[config.mk]
export PLATFORM = sky130hd
export DESIGN_NAME = rpsr_dev_flat
export DESIGN_NICKNAME = d
export VERILOG_FILES = /design/src/hw/rpsr_pkg.sv /design/src/hw/rpsr_link_if.sv /design/src/hw/rpsr_dev.sv /design/src/flat_wrapper.sv
export SDC_FILE = /design/constraint.sdc
export NUM_CORES = 1
export LEC_CHECK = 0
export BUFFER_PORTS_ARGS = -buffer_cell sky130_fd_sc_hd__buf_2
export CORE_MARGIN = 2
export CORE_UTILIZATION = 40
export CTS_BUF_LIST = sky130_fd_sc_hd__clkbuf_8
export DETAILED_ROUTE_END_ITERATION = 8
export SYNTH_ARGS = -nofsm -noshare
export SYNTH_HDL_FRONTEND = slang
export SYNTH_SLANG_ARGS = --single-unit
[constraint.sdc]
create_clock -name i_clk -period 3.8 [get_ports i_clk]
set_clock_uncertainty 0.2 [all_clocks]
set_input_delay 0.38 -clock i_clk [delete_from_list [all_inputs] [get_ports i_clk]]
set_output_delay 0.38 -clock i_clk [all_outputs]
set_load 0.1 [all_outputs]
[src/hw/rpsr_pkg.sv]
/*
 * rpsr_pkg: shared constants of the receive phase synchronizer and bit realigner.
 * Assumes one base-rate clock; slower rates are enable pulses derived from it.
 */
package rpsr_pkg;
	// =====================================================
	// word format
	localparam int DESER_J      = 10;   // deserialization factor, 8 or 10
	localparam int CNT_W        = 4;    // slip counter width, holds 0..9
	// =====================================================
	// buffering
	localparam int SYNC_DEPTH   = 4;    // phase synchronizer entries
	localparam int OUT_DEPTH    = 8;    // word buffer toward the fabric
	// =====================================================
	// clocking
	localparam int CLK_MHZ      = 40;   // base clock rate
	localparam int CLK_PERIOD_NS = 25;  // base clock period
	// =====================================================
	// pattern checker timing, in low-speed periods except REQ_LOW_BASE
	localparam int REQ_HIGH_LS  = 2;    // request high time
	localparam int REQ_LOW_BASE = 3;    // least low time, base periods
	localparam int GUARD_LS     = 8;    // low time, covers pipeline refill
	localparam int LOCK_MATCHES = 4;    // matches in a row to declare lock
	// =====================================================
	// checker states, gray except the GUARD to HUNT step
	typedef enum logic [1:0] {
		RPSR_HUNT  = 2'h0,               // comparing words
		RPSR_PULSE = 2'h1,               // request high
		RPSR_GUARD = 2'h3,               // request low, waiting for refill
		RPSR_LOCK  = 2'h2                // pattern found
	} rpsr_state_t;
endpackage : rpsr_pkg

[src/hw/rpsr_link_if.sv]
/*
 * rpsr_link_if: link between the realigner end and the pattern checker end.
 * Assumes both ends run on the same base clock and reset.
 */
`timescale 1ns/1ps
interface rpsr_link_if #(
	parameter int J = rpsr_pkg::DESER_J
) ();
	logic [J-1:0] word;        // realigned word toward the fabric
	logic         word_valid;  // word is present
	logic         word_ready;  // fabric takes the word
	logic         ls_en;       // low-speed enable pulse, one per word period
	logic         align_req;   // realignment request from fabric logic

	// =====================================================
	// realigner end
	modport dev (
		output word,
		output word_valid,
		input  word_ready,
		output ls_en,
		input  align_req
	);
	// =====================================================
	// pattern checker end
	modport host (
		input  word,
		input  word_valid,
		output word_ready,
		input  ls_en,
		output align_req
	);
endinterface : rpsr_link_if

[src/hw/rpsr_dev.sv]
/*
 * rpsr_dev: per-channel receive back end; phase synchronizer FIFO, bit-slip
 * realigner and an output word buffer, plus the generic FIFO they use.
 * Assumes parallel words arrive with a write strobe at the low-speed rate and
 * that the far end obeys the request pulse widths.
 */
`timescale 1ns/1ps

// =====================================================
// generic FIFO, valid and ready on both sides
module rpsr_fifo #(
	parameter int W = 10,
	parameter int D = 8
) (
	// clock and reset
	input  wire logic         i_clk,
	input  wire logic         i_nrst,
	// fill side
	input  wire logic [W-1:0] i_data,
	input  wire logic         i_valid,
	output      logic         o_ready,
	// drain side
	output      logic [W-1:0] o_data,
	output      logic         o_valid,
	input  wire logic         i_ready
);
	localparam int AW = $clog2(D);
	localparam logic [AW:0] FULL_CNT = (AW+1)'(D);
	localparam logic [AW-1:0] LAST  = (AW)'(D-1);

	logic [W-1:0]  mem [D];     // storage entries
	logic [AW-1:0] wr_ptr_reg;  // next entry to write
	logic [AW-1:0] rd_ptr_reg;  // next entry to read
	logic [AW:0]   count_reg;   // entries held
	logic          push;        // write this cycle
	logic          pop;         // read this cycle

	assign o_ready = (count_reg != FULL_CNT);
	assign o_valid = (count_reg != '0);
	assign o_data  = mem[rd_ptr_reg];
	assign push    = i_valid & o_ready;
	assign pop     = o_valid & i_ready;

	// storage write, no reset needed on data
	always_ff @(posedge i_clk) begin
		if (push) begin
			mem[wr_ptr_reg] <= i_data;
		end
	end

	// pointers and occupancy
	always_ff @(posedge i_clk or negedge i_nrst) begin
		if (!i_nrst) begin
			wr_ptr_reg <= '0;
			rd_ptr_reg <= '0;
			count_reg  <= '0;
		end else begin
			if (push) begin
				wr_ptr_reg <= (wr_ptr_reg == LAST) ? '0 : wr_ptr_reg + 1'b1;
			end
			if (pop) begin
				rd_ptr_reg <= (rd_ptr_reg == LAST) ? '0 : rd_ptr_reg + 1'b1;
			end
			if (push & !pop) begin
				count_reg <= count_reg + 1'b1;
			end else if (pop & !push) begin
				count_reg <= count_reg - 1'b1;
			end
		end
	end
endmodule : rpsr_fifo

// =====================================================
// Overview of operation
// - each channel owns a four-entry synchronizer FIFO
// - written on parallel, read on global rate
// - equal rates, so FIFO fills only on a stalled fabric
// - realign parallel words per channel, global rate
// - request comes from pin or fabric logic
// - each request rising edge slips one bit
// - realigner always in path, latency only
// - deserialization factor of 8 or 10
// - word picked from two stages by counter
// - new valid word next low-speed cycle
// - request stays high two low-speed periods
// - request low three base periods between
// - checker requests again on a mismatch while in HUNT
// - checker registers input words first
// - checker registers request before driving it
// - sampling rate matches serial data rate
module rpsr_dev #(
	parameter int J = rpsr_pkg::DESER_J
) (
	// clock and reset
	input  wire logic         i_clk,
	input  wire logic         i_nrst,
	// deserialized words from the parallel side
	input  wire logic [J-1:0] i_par_data,
	input  wire logic         i_par_valid,
	output      logic         o_par_ready,
	// request pin and its source select
	input  wire logic         i_align_pin,
	input  wire logic         i_align_pin_sel,
	// status
	output      logic [rpsr_pkg::CNT_W-1:0] o_slip_count,
	// link toward the fabric
	rpsr_link_if.dev          link
);
	localparam logic [rpsr_pkg::CNT_W-1:0] CNT_LAST = (rpsr_pkg::CNT_W)'(J-1);

	logic [rpsr_pkg::CNT_W-1:0] div_reg;     // base-to-low-speed divider
	logic                       ls_en;       // one pulse per word period
	logic [J-1:0]               sync_data;   // synchronizer head word
	logic                       sync_valid;  // synchronizer holds a word
	logic                       take;        // word moves into the realigner
	logic                       out_ready;   // output buffer has room
	logic [J-1:0]               stage2_reg;  // newest word
	logic [J-1:0]               stage3_reg;  // previous word
	logic [2*J-1:0]             window;      // two words side by side
	logic [J-1:0]               aligned;     // slipped word
	logic [J-1:0]               word_reg;    // registered aligned word
	logic                       word_vld_reg; // word_reg is new
	logic [rpsr_pkg::CNT_W-1:0] slip_reg;    // slip counter
	logic                       pin_s1_reg;  // pin synchronizer first stage
	logic                       pin_s2_reg;  // pin synchronizer second stage
	logic                       sel_s1_reg;  // select synchronizer first stage
	logic                       sel_s2_reg;  // select synchronizer second stage
	logic                       req_level;   // chosen request source
	logic                       req_prev_reg; // request at last ls_en
	logic                       req_rise;    // captured rising edge

	// =====================================================
	// rate divider
	// base clock runs at the serial bit rate; one enable per J bits
	always_ff @(posedge i_clk or negedge i_nrst) begin
		if (!i_nrst) begin
			div_reg <= '0;
		end else if (div_reg == CNT_LAST) begin
			div_reg <= '0;
		end else begin
			div_reg <= div_reg + 1'b1;
		end
	end
	assign ls_en      = (div_reg == CNT_LAST);
	assign link.ls_en = ls_en;

	// =====================================================
	// phase synchronizer
	// fill side is the parallel strobe, drain side the global enable
	rpsr_fifo #(
		.W (J),
		.D (rpsr_pkg::SYNC_DEPTH)
	) u_sync (
		.i_clk   (i_clk),
		.i_nrst  (i_nrst),
		.i_data  (i_par_data),
		.i_valid (i_par_valid),
		.o_ready (o_par_ready),
		.o_data  (sync_data),
		.o_valid (sync_valid),
		.i_ready (ls_en & out_ready)
	);
	// at locked rates the flags never act; they only stall on a stalled fabric
	assign take = ls_en & sync_valid & out_ready;

	// =====================================================
	// request source and edge capture
	// pin passes two flops before use
	always_ff @(posedge i_clk or negedge i_nrst) begin
		if (!i_nrst) begin
			pin_s1_reg <= 1'b0;
			pin_s2_reg <= 1'b0;
			sel_s1_reg <= 1'b0;
			sel_s2_reg <= 1'b0;
		end else begin
			pin_s1_reg <= i_align_pin;
			pin_s2_reg <= pin_s1_reg;
			sel_s1_reg <= i_align_pin_sel;
			sel_s2_reg <= sel_s1_reg;
		end
	end
	assign req_level = sel_s2_reg ? pin_s2_reg : link.align_req;

	// sample at the low-speed rate; a two-period high is always seen
	always_ff @(posedge i_clk or negedge i_nrst) begin
		if (!i_nrst) begin
			req_prev_reg <= 1'b0;
		end else if (ls_en) begin
			req_prev_reg <= req_level;
		end
	end
	assign req_rise = ls_en & req_level & ~req_prev_reg;

	// =====================================================
	// slip counter
	// one step per captured edge, wraps after J-1
	always_ff @(posedge i_clk or negedge i_nrst) begin
		if (!i_nrst) begin
			slip_reg <= '0;
		end else if (req_rise) begin
			if (slip_reg == CNT_LAST) begin
				slip_reg <= '0;
			end else begin
				slip_reg <= slip_reg + 1'b1;
			end
		end
	end
	assign o_slip_count = slip_reg;

	// =====================================================
	// realignment stages
	// shift only when a word is taken
	always_ff @(posedge i_clk or negedge i_nrst) begin
		if (!i_nrst) begin
			stage2_reg <= '0;
			stage3_reg <= '0;
		end else if (take) begin
			stage2_reg <= sync_data;
			stage3_reg <= stage2_reg;
		end
	end

	// bit 0 is the earliest bit; count 0 takes stage 3 whole
	assign window  = {stage2_reg, stage3_reg};
	assign aligned = window[slip_reg +: J];

	// output register, present in every mode
	always_ff @(posedge i_clk or negedge i_nrst) begin
		if (!i_nrst) begin
			word_reg     <= '0;
			word_vld_reg <= 1'b0;
		end else begin
			word_vld_reg <= take;
			if (take) begin
				word_reg <= aligned;
			end
		end
	end

	// =====================================================
	// word buffer toward the fabric
	// a stalled fabric fills it, then the synchronizer, then the source
	rpsr_fifo #(
		.W (J),
		.D (rpsr_pkg::OUT_DEPTH)
	) u_out (
		.i_clk   (i_clk),
		.i_nrst  (i_nrst),
		.i_data  (word_reg),
		.i_valid (word_vld_reg),
		.o_ready (out_ready),
		.o_data  (link.word),
		.o_valid (link.word_valid),
		.i_ready (link.word_ready)
	);
endmodule : rpsr_dev

[src/flat_wrapper.sv]
// flat-port wrapper written by rule: the top's interface ports become plain ports
module rpsr_dev_flat 
#(
	parameter int J = rpsr_pkg::DESER_J
)
  (i_clk, i_nrst, i_par_data, i_par_valid, o_par_ready, i_align_pin, i_align_pin_sel, o_slip_count, link_word, link_word_valid, link_word_ready, link_ls_en, link_align_req);
  rpsr_link_if #(.J(J)) link_i ();
  input  wire logic i_clk;
  input  wire logic i_nrst;
  input  wire logic [J-1:0] i_par_data;
  input  wire logic i_par_valid;
  output      logic o_par_ready;
  input  wire logic i_align_pin;
  input  wire logic i_align_pin_sel;
  output      logic [rpsr_pkg::CNT_W-1:0] o_slip_count;
  output wire logic [$bits(link_i.word)-1:0] link_word;
  output wire logic [$bits(link_i.word_valid)-1:0] link_word_valid;
  input wire logic [$bits(link_i.word_ready)-1:0] link_word_ready;
  output wire logic [$bits(link_i.ls_en)-1:0] link_ls_en;
  input wire logic [$bits(link_i.align_req)-1:0] link_align_req;
  assign link_word = link_i.word;
  assign link_word_valid = link_i.word_valid;
  assign link_i.word_ready = link_word_ready;
  assign link_ls_en = link_i.ls_en;
  assign link_i.align_req = link_align_req;
  rpsr_dev #(.J(J)) u_core (.i_clk(i_clk), .i_nrst(i_nrst), .i_par_data(i_par_data), .i_par_valid(i_par_valid), .o_par_ready(o_par_ready), .i_align_pin(i_align_pin), .i_align_pin_sel(i_align_pin_sel), .o_slip_count(o_slip_count), .link(link_i));
endmodule
# [Word level (Yosys, flattened, before mapping)]
# Memories as Yosys holds them, arrays and structs flattened. A register that Yosys moved wholly into a read port is not among the register bits.
# Index checks and enable logic that the tools add are counted.
[totals] ff_bits=51 ramBits=120 in_bits=17 word_cells=75 mem_count=2
[op_classes] add_sub_neg=10 eq_ne=8 n_shift=1 muxes=15 bitwise_logic=14 n_reduce_logical=9
[mem_list] memory="u_core.u_out.mem" words=8 width=10 rd=1 rd_clocked_by_memory_dff=0 wr=1 line_no="rpsr_dev.sv:31" source="logic [W-1:0] mem [D];"
[mem_list] memory="u_core.u_sync.mem" words=4 width=10 rd=1 rd_clocked_by_memory_dff=1 wr=1 line_no="rpsr_dev.sv:31"
[ops] cell="$shiftx 20x5->10" n=1
[ops] cell="$mux 4" n=4
[ops] cell="$and 1x1->1" n=13
[ops] cell="$add 4x1->4 const B" n=3
[ops] cell="$mux 3" n=4
[ops] cell="$add 3x1->3 const B" n=3
[ops] cell="$eq 4x4->1 const B" n=2
[ops] cell="$eq 3x3->1 const B" n=2
[ops] cell="$logic_not 1->1" n=5
[ops] cell="$mux 1" n=5
[ops] cell="$add 2x1->2 const B" n=2
[ops] cell="$eq 2x2->1 const B" n=2
[ops] cell="$mux 2" n=2
[ops] cell="$ne 4x4->1 const B" n=1
[ops] cell="$reduce_bool 2->1" n=2
[ops] cell="$reduce_bool 4->1" n=1
[ops] cell="$sub 4x1->4 const B" n=1
[ops] cell="$ne 3x3->1 const B" n=1
[ops] cell="$reduce_bool 3->1" n=1
[ops] cell="$sub 3x1->3 const B" n=1
[ops] cell="$not 1->1" n=1

# [Longest topological paths before layout]
# Gate-level depths: netlist (run 1).
[logic_depth] depth_word=6 mapped_depth=10 mapped_depth_nobuf=10

# [Hierarchy]
# From an unflattened synthesis (run 1), not the netlist that was laid out.
[unflattened] cells_unflattened=503 hier_area_um2=8140.3
[by_module_without_submodules] mod="rpsr_fifo at u_core.u_out" n_inst=1 cells_per_inst=178 area_each_um2=3732.3 seq_area_each_um2=2652.5
[by_module_without_submodules] mod="rpsr_dev" n_inst=1 cells_per_inst=237 area_each_um2=2528.7 seq_area_each_um2=1101.1
[by_module_without_submodules] mod="rpsr_fifo at u_core.u_sync" n_inst=1 cells_per_inst=88 area_each_um2=1879.3 seq_area_each_um2=1376.3

# [Worst setup path before layout (run 1)]
# OpenSTA, ideal clock, no wires.
[synth_path] path_kind="reg-to-reg" from="register u_core.u_out.count_reg[0]" to="register u_core.u_out.count_reg[3]" setup_time_ns=0.080 t_arrival_ns=2.876 t_required_ns=3.520 slack_ns=0.644 path_stages_with_launch=10 period_less_slack_ns=3.156 path_cell_list="dfrtp_1 or4_2 nand2_2 ha_1 inv_1 ha_1 a21o_2 a21oi_1 mux2i_1 xnor2_1"
[synth_via] elab_chain_cells=5 elab_cells_between_ends=13
[synth_rtl] element="from (decl)" line_no="rpsr_dev.sv:34" source="logic [AW:0] count_reg;"
[synth_rtl] element="from (signal assigned)" line_no="rpsr_dev.sv:65" source="count_reg <= count_reg + 1'b1;"
[synth_rtl] element="from (signal assigned)" line_no="rpsr_dev.sv:67" source="count_reg <= count_reg - 1'b1;"
[synth_rtl] element="$reduce_bool 4->1 *" line_no="rpsr_dev.sv:39" source="assign o_valid = (count_reg != '0);"
[synth_rtl] element="named net link_word_valid" line_no="flat_wrapper.sv:17" source="output wire logic [$bits(link_i.word_valid)-1:0] link_word_valid;"
[synth_rtl] element="$and 1x1->1 *" line_no="rpsr_dev.sv:42" source="assign pop = o_valid & i_ready;"
[synth_rtl] element="$logic_not 1->1" line_no="rpsr_dev.sv:64" source="if (push & !pop) begin"
[synth_rtl] element="$and 1x1->1" line_no="rpsr_dev.sv:64"
[synth_rtl] element="$mux 4 / $reduce_bool 2->1 (equally long branches)"
# The timed path passes the listed nets; every way through them passes the cells marked *. The select of a mux whose other input is x is not followed.
# A chain may end at the register's enable or synchronous reset.

# [Worst setup path after layout (run 1)]
[layout_path] from="register u_core.u_out.rd_ptr_reg[1]" to="output port link_word[1]"
[layout_via] elab_chain_cells=1
[layout_rtl] element="from (decl)" line_no="rpsr_dev.sv:33" source="logic [AW-1:0] rd_ptr_reg;"
[layout_rtl] element="from (signal assigned)" line_no="rpsr_dev.sv:62" source="rd_ptr_reg <= (rd_ptr_reg == LAST) ? '0 : rd_ptr_reg + 1'b1;"
[layout_rtl] element="$mem_v2 8x10"
[layout_rtl] element="to (decl)" line_no="flat_wrapper.sv:16" source="output wire logic [$bits(link_i.word)-1:0] link_word;"
# Every way passes these cells.

==> impl_metrics.toml, run 1 <==
[floorplanning]
fp.dieArea_um2 = 20800
ioPinCount = 34
core-area_um2 = 19300
initial_core_util_pct = 40.6
rows = 51
chipHeight_um = 144
dieWidth_um = 144

[clock_network]
cts_buffers = 17
tritoncts = "done"
clock_sinks = 181
htreeDepth = 4
root_buffer = "clkbuf_8"
clk_latency_ps = 460
cts.repair.resized = 0
postCtsHoldBufs = 13
cts_buffer_depth = 2
clk_pin_slew_ps = 100
postCtsSetupRepairBufs = 0

[routing]
drt_iter0_markers = 279
viasPerCell = 5.11
detail-route-antenna-nets = 0
wirelength_um = 14000
avgRoutedWirePerCell_um = 16.9
drc_errors = 0
vias = 4232
dr.pass1.iters = 4

[critical_path]
crit_start = "u_core.u_out.rd_ptr_reg[1]$_DFFE_PN0P_"
slowest_delay_ps = 1030
r2r_cells = 10
r2r_slack_ps = 740
critPathBufInv = 1
crit_family = "flip-flops"
critPathRequiredTime_ps = 3220
worstSetupEndpoint = "link_word[1]"
crit_type = "register to output port"
end_kind = "output port"
crit_cells = 3
crit_chain = "mux4_2 -> mux2_2 -> buf_2"
r2r-end = "u_core.u_out.count_reg[3]$_DFFE_PN0P_"
r2r_start = "u_core.u_out.count_reg[0]$_DFFE_PN0P_"
cp_slowest_cell = "dfrtp_1"
crit_fanout = 22
crit_arrival_ps = 2530
cp-start-kind = "register"

[global_routing]
grt_util_all_layers_pct = 14.9
antenna_found_initial = 0
grt_pass1_wl_um = 23300
grt_max_degree = 47
grt_remaining_overflow = 0
first_global_vias = 4489

[sta]
finalSetupViolations = 0
rsz0062_at_grt = "false"
maxSlewHeadroom_pct = 30.0
drv_slew = 0
fmax_ghz = 0.322
min_period_ps = 3110
setup_tns_ps = 0
worstMarginPinSlew_ps = 1050
post-route-period-util_pct = 81.8
finalHoldViolations = 0

[logic_synthesis]
ys_seq_elements = 181
async_reset_ff_share_pct = 33.7
synthTopCellsByArea = "edfxtp_1, dfrtp_1, mux4_2"
syn_inst = 495
yosys-top-cells-count = "edfxtp_1, nand2_1, dfrtp_1, mux4_2, mux2i_1"
ys.flop_type = "edfxtp_1"
syn_nets = 527
netlist-cell-type-count = 44
synthMostInstantiatedCell = "edfxtp_1"
syn-cell-area_um2 = 7850
syn_avg_cell_area_um2 = 15.9
yosysSeqAreaShare_pct = 65.4
synth_edf_count = 120
synth_top_area_share_pct = 45.9
yosys_warnings = 0
yosysTopAreaCell = "edfxtp_1"

[placement]
place.gp.congestion = 0.787
dp_hpwl_um = 9170
io_buffers = 33

[final_layout]
fin_util_pct = 45.8
areaGrowthSynthToFinish_pct = 12.8
largest_reg_flops = 80
antenna_cells = 0
largestRegisters = "u_core.u_out.mem: 80 flops, u_core.u_sync.mem: 40 flops"
fillers = 1686
drive_gt1_share_pct = 26.1
nNetsFinal = 582
seqCellArea_um2 = 5130
multi_input_area_um2 = 2560
top_register = "u_core.u_out.mem"

[flow_run]
drv_cap = 0

[pwr]
ir_drop_mv = 0.381
p_leak_nw = 3.32
p_per_area_nw_per_um2 = 794

[worst_hold_path]
hold_class = "primary input to register"

[run_status]
outcome = "complete, no violations"
## per-stage QoR
step	instance area, µm²	worst slack, ps	cells	hold WS, ps	total power [mW]
after global routing	8850	536	828	55.5	7.48
after floorplan	7850	644	495	-116	5.24
final	8850	693	828	56.1	7.03
after global placement	8320	907	783	135	5.71
after detailed placement	8320	795	783	137	5.81
after CTS	8850	641	828	34.9	7.11
## routing by layer
metal | global-route usage [%] | share of wire [%] | up-vias
li1 | - | - | 1993
met1 | 17.9 | 44 | 2141
met2 | 26.3 | 52 | 76
met3 | 3.18 | 2.9 | 22
met4 | 5.42 | 1.9 | 0
met5 | 0 | 0 | -
## final cells by class
cell class	count	share of cell area [%]
multi-input cells	282	29.0
clock inverters	15	1.89
clock buffers	17	2.64
inverters	10	0.452
flip-flops and latches	181	58.0
well taps	265	3.75
repair buffers	58	4.35
## worst min path at each step
stage / slack [ps] / startpoint / cells after the start / endpoint
after floorplan: -120 / i_nrst / 0 / u_core.div_reg[0]$_DFF_PN0_
after global placement: 130 / u_core.pin_s1_reg$_DFF_PN0_ / 0 / u_core.pin_s2_reg$_DFF_PN0_
after detailed placement: 140 / u_core.pin_s1_reg$_DFF_PN0_ / 0 / u_core.pin_s2_reg$_DFF_PN0_
after CTS: 30 / link_align_req / 3 / u_core.req_prev_reg$_DFFE_PN0N_
after global routing: 60 / link_word_ready / 3 / u_core.u_out.rd_ptr_reg[0]$_DFFE_PN0P_
final: 60 / link_align_req / 3 / u_core.req_prev_reg$_DFFE_PN0N_
## placed cells by master (no fill, tap or decap), types with 6 or more instances in the layout
master and n:
edfxtp_1 120, nand2_1 76, dfrtp_1 61, mux4_2 38, buf_2 33, mux2i_1 26, mux2_2 21, nor2_1 19
clkbuf_8 17, ha_1 13, dlygate4sd3_1 13, buf_4 12, inv_1 9, nor3_1 9, o21ai_0 7, xnor2_1 6
a21oi_1 6, a22oi_1 6
## cells by family (layout without fill, tap and decap cells)
| family | Yosys count | in the layout | synth area share, % |
|---|---|---|---|
| flops | 181 | 181 | 65.4 |
| simple gates | 130 | 130 | 7.56 |
| mux | 85 | 85 | 17.2 |
| compound gates | 43 | 43 | 4.10 |
| buf+inv | 32 | 100 | 2.17 |
| fa+ha+maj | 15 | 15 | 2.58 |
| xor+xnor | 9 | 9 | 1.00 |
## tightest hold or removal path: stages
cell,delay (ps)
buf_2,70
mux2i_1,80
a21oi_1,140
## power by group
group	switching [mW]	total, mW	internal (mW)
logic	1.58	2.60	1.02
registers	0.528	3.13	2.60
clock network	0.746	1.30	0.549
Note: power is estimated with default switching activity, not from simulation.
==> run 2: changes to the inputs <==
Clock period 3.8 ns to 3.2 ns, I/O delays scaled along.
==> impl_metrics.toml, run 2 (synthesized netlist as in run 1, its figures left out) <==
[critical_path]
end_kind = "register"
critPathRequiredTime_ps = 3390
crit_family = "simple AND/OR/NAND/NOR gates"
crit_cells = 10
cp_slowest_cell = "or4b_4"
critPathBufInv = 2
r2r_cells = 10
crit_arrival_ps = 3180
cp-start-kind = "register"
crit_type = "register to register"
crit_chain = "or4b_4 -> nand2_2 -> inv_1 -> ha_1 -> inv_1 -> ha_1 -> a21o_2 -> a21oi_1 -> mux2i_1 -> xnor2_1"
slowest_delay_ps = 600
crit_fanout = 9

[pwr]
p_leak_nw = 3.34
p_per_area_nw_per_um2 = 939
ir_drop_mv = 0.547

[floorplanning]
dieWidth_um = 144
ioPinCount = 34
initial_core_util_pct = 40.6
rows = 51
core-area_um2 = 19300
fp.dieArea_um2 = 20800
chipHeight_um = 144

[final_layout]
areaGrowthSynthToFinish_pct = 13.2
stdcell_count = 832
fin_util_pct = 45.9
largest_reg_flops = 80
largestRegisters = "u_core.u_out.mem: 80 flops, u_core.u_sync.mem: 40 flops"
drive_gt1_share_pct = 26.6
fillers = 1691
antenna_cells = 0
top_register = "u_core.u_out.mem"
nNetsFinal = 586
final_common_cell = "edfxtp_1"
final_cell_mix = "edfxtp_1, nand2_1, dfrtp_1, mux4_2, buf_2"

[routing]
drc_errors = 0
dr.pass1.iters = 4
drt_iter0_markers = 267
avgRoutedWirePerCell_um = 16.6
vias = 4173
detail-route-antenna-nets = 0
viasPerCell = 5.02
wirelength_um = 13800

[global_routing]
grt_max_degree = 62
grt_remaining_overflow = 0
grt_util_all_layers_pct = 14.4
first_global_vias = 4270
antenna_found_initial = 0
grt_pass1_wl_um = 22400

[clock_network]
root_buffer = "clkbuf_8"
htreeDepth = 4
tritoncts = "done"
clock_sinks = 181
clk_latency_ps = 460
cts_buffer_depth = 2
cts.repair.resized = 0
cts_buffers = 17
clk_pin_slew_ps = 110

[placement]
io_buffers = 33
dp.cells = 786
place.gp.congestion = 0.787
dp_hpwl_um = 9010

[worst_hold_path]
min_path_cells = 3
hold_class = "primary input to register"

[sta]
maxSlewHeadroom_pct = 44.0
fmax_ghz = 0.334
setup_tns_ps = 0
min_period_ps = 2990
worstMarginPinSlew_ps = 840
post-route-period-util_pct = 93.5
finalSetupViolations = 0
drv_slew = 0
finalHoldViolations = 0
rsz0062_at_grt = "false"

[flow_run]
drv_cap = 0

[run_status]
outcome = "complete, no violations"
==> run 2: what timing repair did <==
action	CTS	global route
endpoints found under the setup margin	0	0
endpoints found under the hold margin	104	0
buffers inserted	0	0
hold buffers	14	0
==> run 2: layout make-up <==
class	instances	area (µm²)	share of cell area, %
sequential	181	5130	57.8
inverter	10	40.0	0.451
multi-input combinational	282	2550	28.8
clock inverter	15	174	1.96
timing repair buffer	62	418	4.70
tap	265	332	3.73
clock buffer	17	234	2.63
==> run 2: per-layer routing <==
metal / vias up / routed length, µm / GRT usage, %
li1: 2002 / - / -
met1: 2104 / 6020 / 17.3
met2: 55 / 7260 / 25.5
met3: 12 / 354 / 3.48
met4: 0 / 184 / 4.23
met5: - / 0 / 0
==> run 2: worst paths after layout <==
path / from / endpoint / slack [ps]
max in group asynchronous: i_nrst / u_core.stage3_reg[5]$_DFFE_PN0P_ / 1960
hold reg to reg: u_core.pin_s1_reg$_DFF_PN0_ / u_core.pin_s2_reg$_DFF_PN0_ / 160
hold / removal: link_align_req / u_core.req_prev_reg$_DFFE_PN0N_ / 30
min in group asynchronous: i_nrst / u_core.u_out.count_reg[3]$_DFFE_PN0P_ / 350
setup / recovery: u_core.u_out.count_reg[0]$_DFFE_PN0P_ / u_core.u_out.count_reg[3]$_DFFE_PN0P_ / 210
setup reg to reg: u_core.u_out.count_reg[0]$_DFFE_PN0P_ / u_core.u_out.count_reg[3]$_DFFE_PN0P_ / 210
==> run 2: per-stage QoR <==
step	hold WS (ps)	total power, mW	setup slack (ps)	area [µm²]
finish	26.1	8.34	207	8880
global route	65.0	8.86	75.4	8880
CTS	10.2	8.44	191	8880
detailed placement	139	6.88	199	8330
global placement	134	6.79	333	8330
floorplan	-176	6.22	44.5	7850
==> run 2: report_power, final <==
part / switching, mW / internal [mW]
Combinational: 1.92 / 1.21
Sequential: 0.569 / 3.09
Clock: 0.936 / 0.604
==> run 2: worst min-delay path: cells and delay by family <==
family / cells / cell delay (ps)
mux: 1 / 90
compound gates: 1 / 160
buf+inv: 1 / 80
==> run 3: changes to the inputs <==
Settings changed: CELL_PAD_IN_SITES_DETAIL_PLACEMENT set to 0, CELL_PAD_IN_SITES_GLOBAL_PLACEMENT set to 1, CORE_UTILIZATION 40 to 30, HOLD_SLACK_MARGIN set to 0.12, PLACE_DENSITY_LB_ADDON set to 0.1.
==> impl_metrics.toml, run 3 (synthesized netlist as in run 1, its figures left out) <==
[run_status]
outcome = "complete, no violations"

[final_layout]
final_common_cell = "edfxtp_1"
areaGrowthSynthToFinish_pct = 15.1
final_cell_mix = "edfxtp_1, nand2_1, dfrtp_1, mux4_2, buf_2"
drive_gt1_share_pct = 27.0
fin_util_pct = 35.0
antenna_cells = 0
final_area_um2 = 9040
top_register = "u_core.u_out.mem"
largest_reg_flops = 80
largestRegisters = "u_core.u_out.mem: 80 flops, u_core.u_sync.mem: 40 flops"
nNetsFinal = 590

[critical_path]
crit_family = "simple AND/OR/NAND/NOR gates"
crit_type = "register to register"
cp_slowest_cell = "or4_2"
crit_fanout = 5
critPathBufInv = 1
crit_top_cell = "ha_1"
crit_chain = "or4_2 -> nand2_2 -> ha_1 -> inv_1 -> ha_1 -> a21o_2 -> a21oi_1 -> mux2i_1 -> xnor2_1"
r2r_start = "u_core.u_out.count_reg[0]$_DFFE_PN0P_"
crit_arrival_ps = 3090
end_kind = "register"
critPathRequiredTime_ps = 3380
cp-start-kind = "register"
crit_start = "u_core.u_out.count_reg[0]$_DFFE_PN0P_"
slowest_delay_ps = 700

[routing]
drt_iter0_markers = 208
viasPerCell = 4.65
detail-route-antenna-nets = 0
vias = 4214
drc_errors = 0
dr.pass1.iters = 4
wirelength_um = 15600
avgRoutedWirePerCell_um = 17.3

[floorplanning]
rows = 59
fp.dieArea_um2 = 27500
dieWidth_um = 166
ioPinCount = 34
chipHeight_um = 166
core-area_um2 = 25800
initial_core_util_pct = 30.4

[pwr]
netSwitchingPower_mw = 3.54
pwr-share-clk_pct = 18.9
p_per_area_nw_per_um2 = 937
comb_power_share_pct = 37.5
seqPwrFrac_pct = 43.6
p_int_mw = 4.92
p_sw_share_pct = 41.8
ir_drop_mv = 0.589
p_leak_nw = 3.37

[clock_network]
cts_buffer_depth = 2
cts_buffers = 17
clk_latency_ps = 460
htreeDepth = 4
clk_pin_slew_ps = 100
cts.repair.resized = 0
root_buffer = "clkbuf_8"
tritoncts = "done"
clock_sinks = 181

[sta]
rsz0062_at_grt = "false"
finalHoldViolations = 0
worstMarginPinSlew_ps = 903
fmax_ghz = 0.344
maxSlewHeadroom_pct = 39.8
setup_tns_ps = 0
final.setup.worst_slack_ps = 297
finalSetupViolations = 0
drv_slew = 0
post-route-period-util_pct = 90.7
min_period_ps = 2900

[global_routing]
grt_pass1_wl_um = 25600
grt_remaining_overflow = 0
antenna_found_initial = 0
grt_max_degree = 35
grt_util_all_layers_pct = 12.1
first_global_vias = 4597

[worst_hold_path]
hp-start = "u_core.sel_s1_reg$_DFF_PN0_"
hold_class = "register to register"

[flow_run]
drv_cap = 0

[placement]
place_ws_ps = 305
io_buffers = 33
place.gp.congestion = 0.731
dp_hpwl_um = 10400
place_area_um2 = 8450
[run 3: changes by cell type in the layout (fill, tap and decap cells not counted), sizes merged]
cell / before / now
buf: 48 / 51
inv: 20 / 16
clkinvlp: 2 / 0
clkinv: 3 / 9
dlygate4sd3: 14 / 15
[run 3: final timing paths]
check	end	slack [ps]	depth (start not counted)
max in group asynchronous	u_core.u_sync.rd_ptr_reg[0]$_DFFE_PN0P_	1890	3
worst max-delay path	u_core.u_out.count_reg[3]$_DFFE_PN0P_	300	9
worst min register to register	u_core.sel_s2_reg$_DFF_PN0_	170	0
worst max register to register	u_core.u_out.count_reg[3]$_DFFE_PN0P_	300	9
min in group asynchronous	u_core.o_slip_count[3]$_DFFE_PN0P_	180	2
worst min-delay path	u_core.sel_s2_reg$_DFF_PN0_	170	0
[run 3: per-layer routing]
layer / vias up / track usage, % / wire length [µm]
met5: - / 0 / 0
met4: 0 / 3.78 / 195
met3: 13 / 2.43 / 329
met2: 48 / 21.7 / 8190
met1: 2151 / 14.6 / 6930
li1: 2002 / - / -
[run 3: repair_timing]
item / CTS / global route
hold buffers: 15 / 0
endpoints found under the hold margin: 68 / 0
setup buffers: 0 / 0
[run 3: area by class of cell]
type,count,area (µm²)
inverters,10,40.0
well taps,335,419
repair buffers,66,450
fillers,2493,16800
multi-input cells,282,2560
clock buffers,17,234
clock inverters,15,199
flip-flops and latches,181,5130
[run 3: power by group through the flow]
| stage | sequential, mW | clock, mW | combinational (mW) |
|---|---|---|---|
| floorplan | 3.49 | 0 | 2.73 |
| global placement | 3.73 | 0 | 3.20 |
| detailed placement | 3.77 | 0 | 3.22 |
| CTS | 3.71 | 1.67 | 3.25 |
| global route | 3.80 | 1.77 | 3.51 |
| finish | 3.69 | 1.60 | 3.17 |
[run 3: worst register-to-register path, stage by stage (launching register included)]
cell     delay, ps
dfrtp_1        450
or4_2          700
nand2_2        150
ha_1           180
inv_1           90
ha_1           290
a21o_2         210
a21oi_1        190
mux2i_1        240
xnor2_1        130
[run 3: metrics by stage]
stage / hold WS [ps] / std cells / total power, mW
floorplan: -176 / 495 / 6.22
global placement: 136 / 859 / 6.92
detailed placement: 142 / 859 / 6.99
CTS: 149 / 906 / 8.63
global route: 195 / 906 / 9.07
finish: 174 / 906 / 8.47
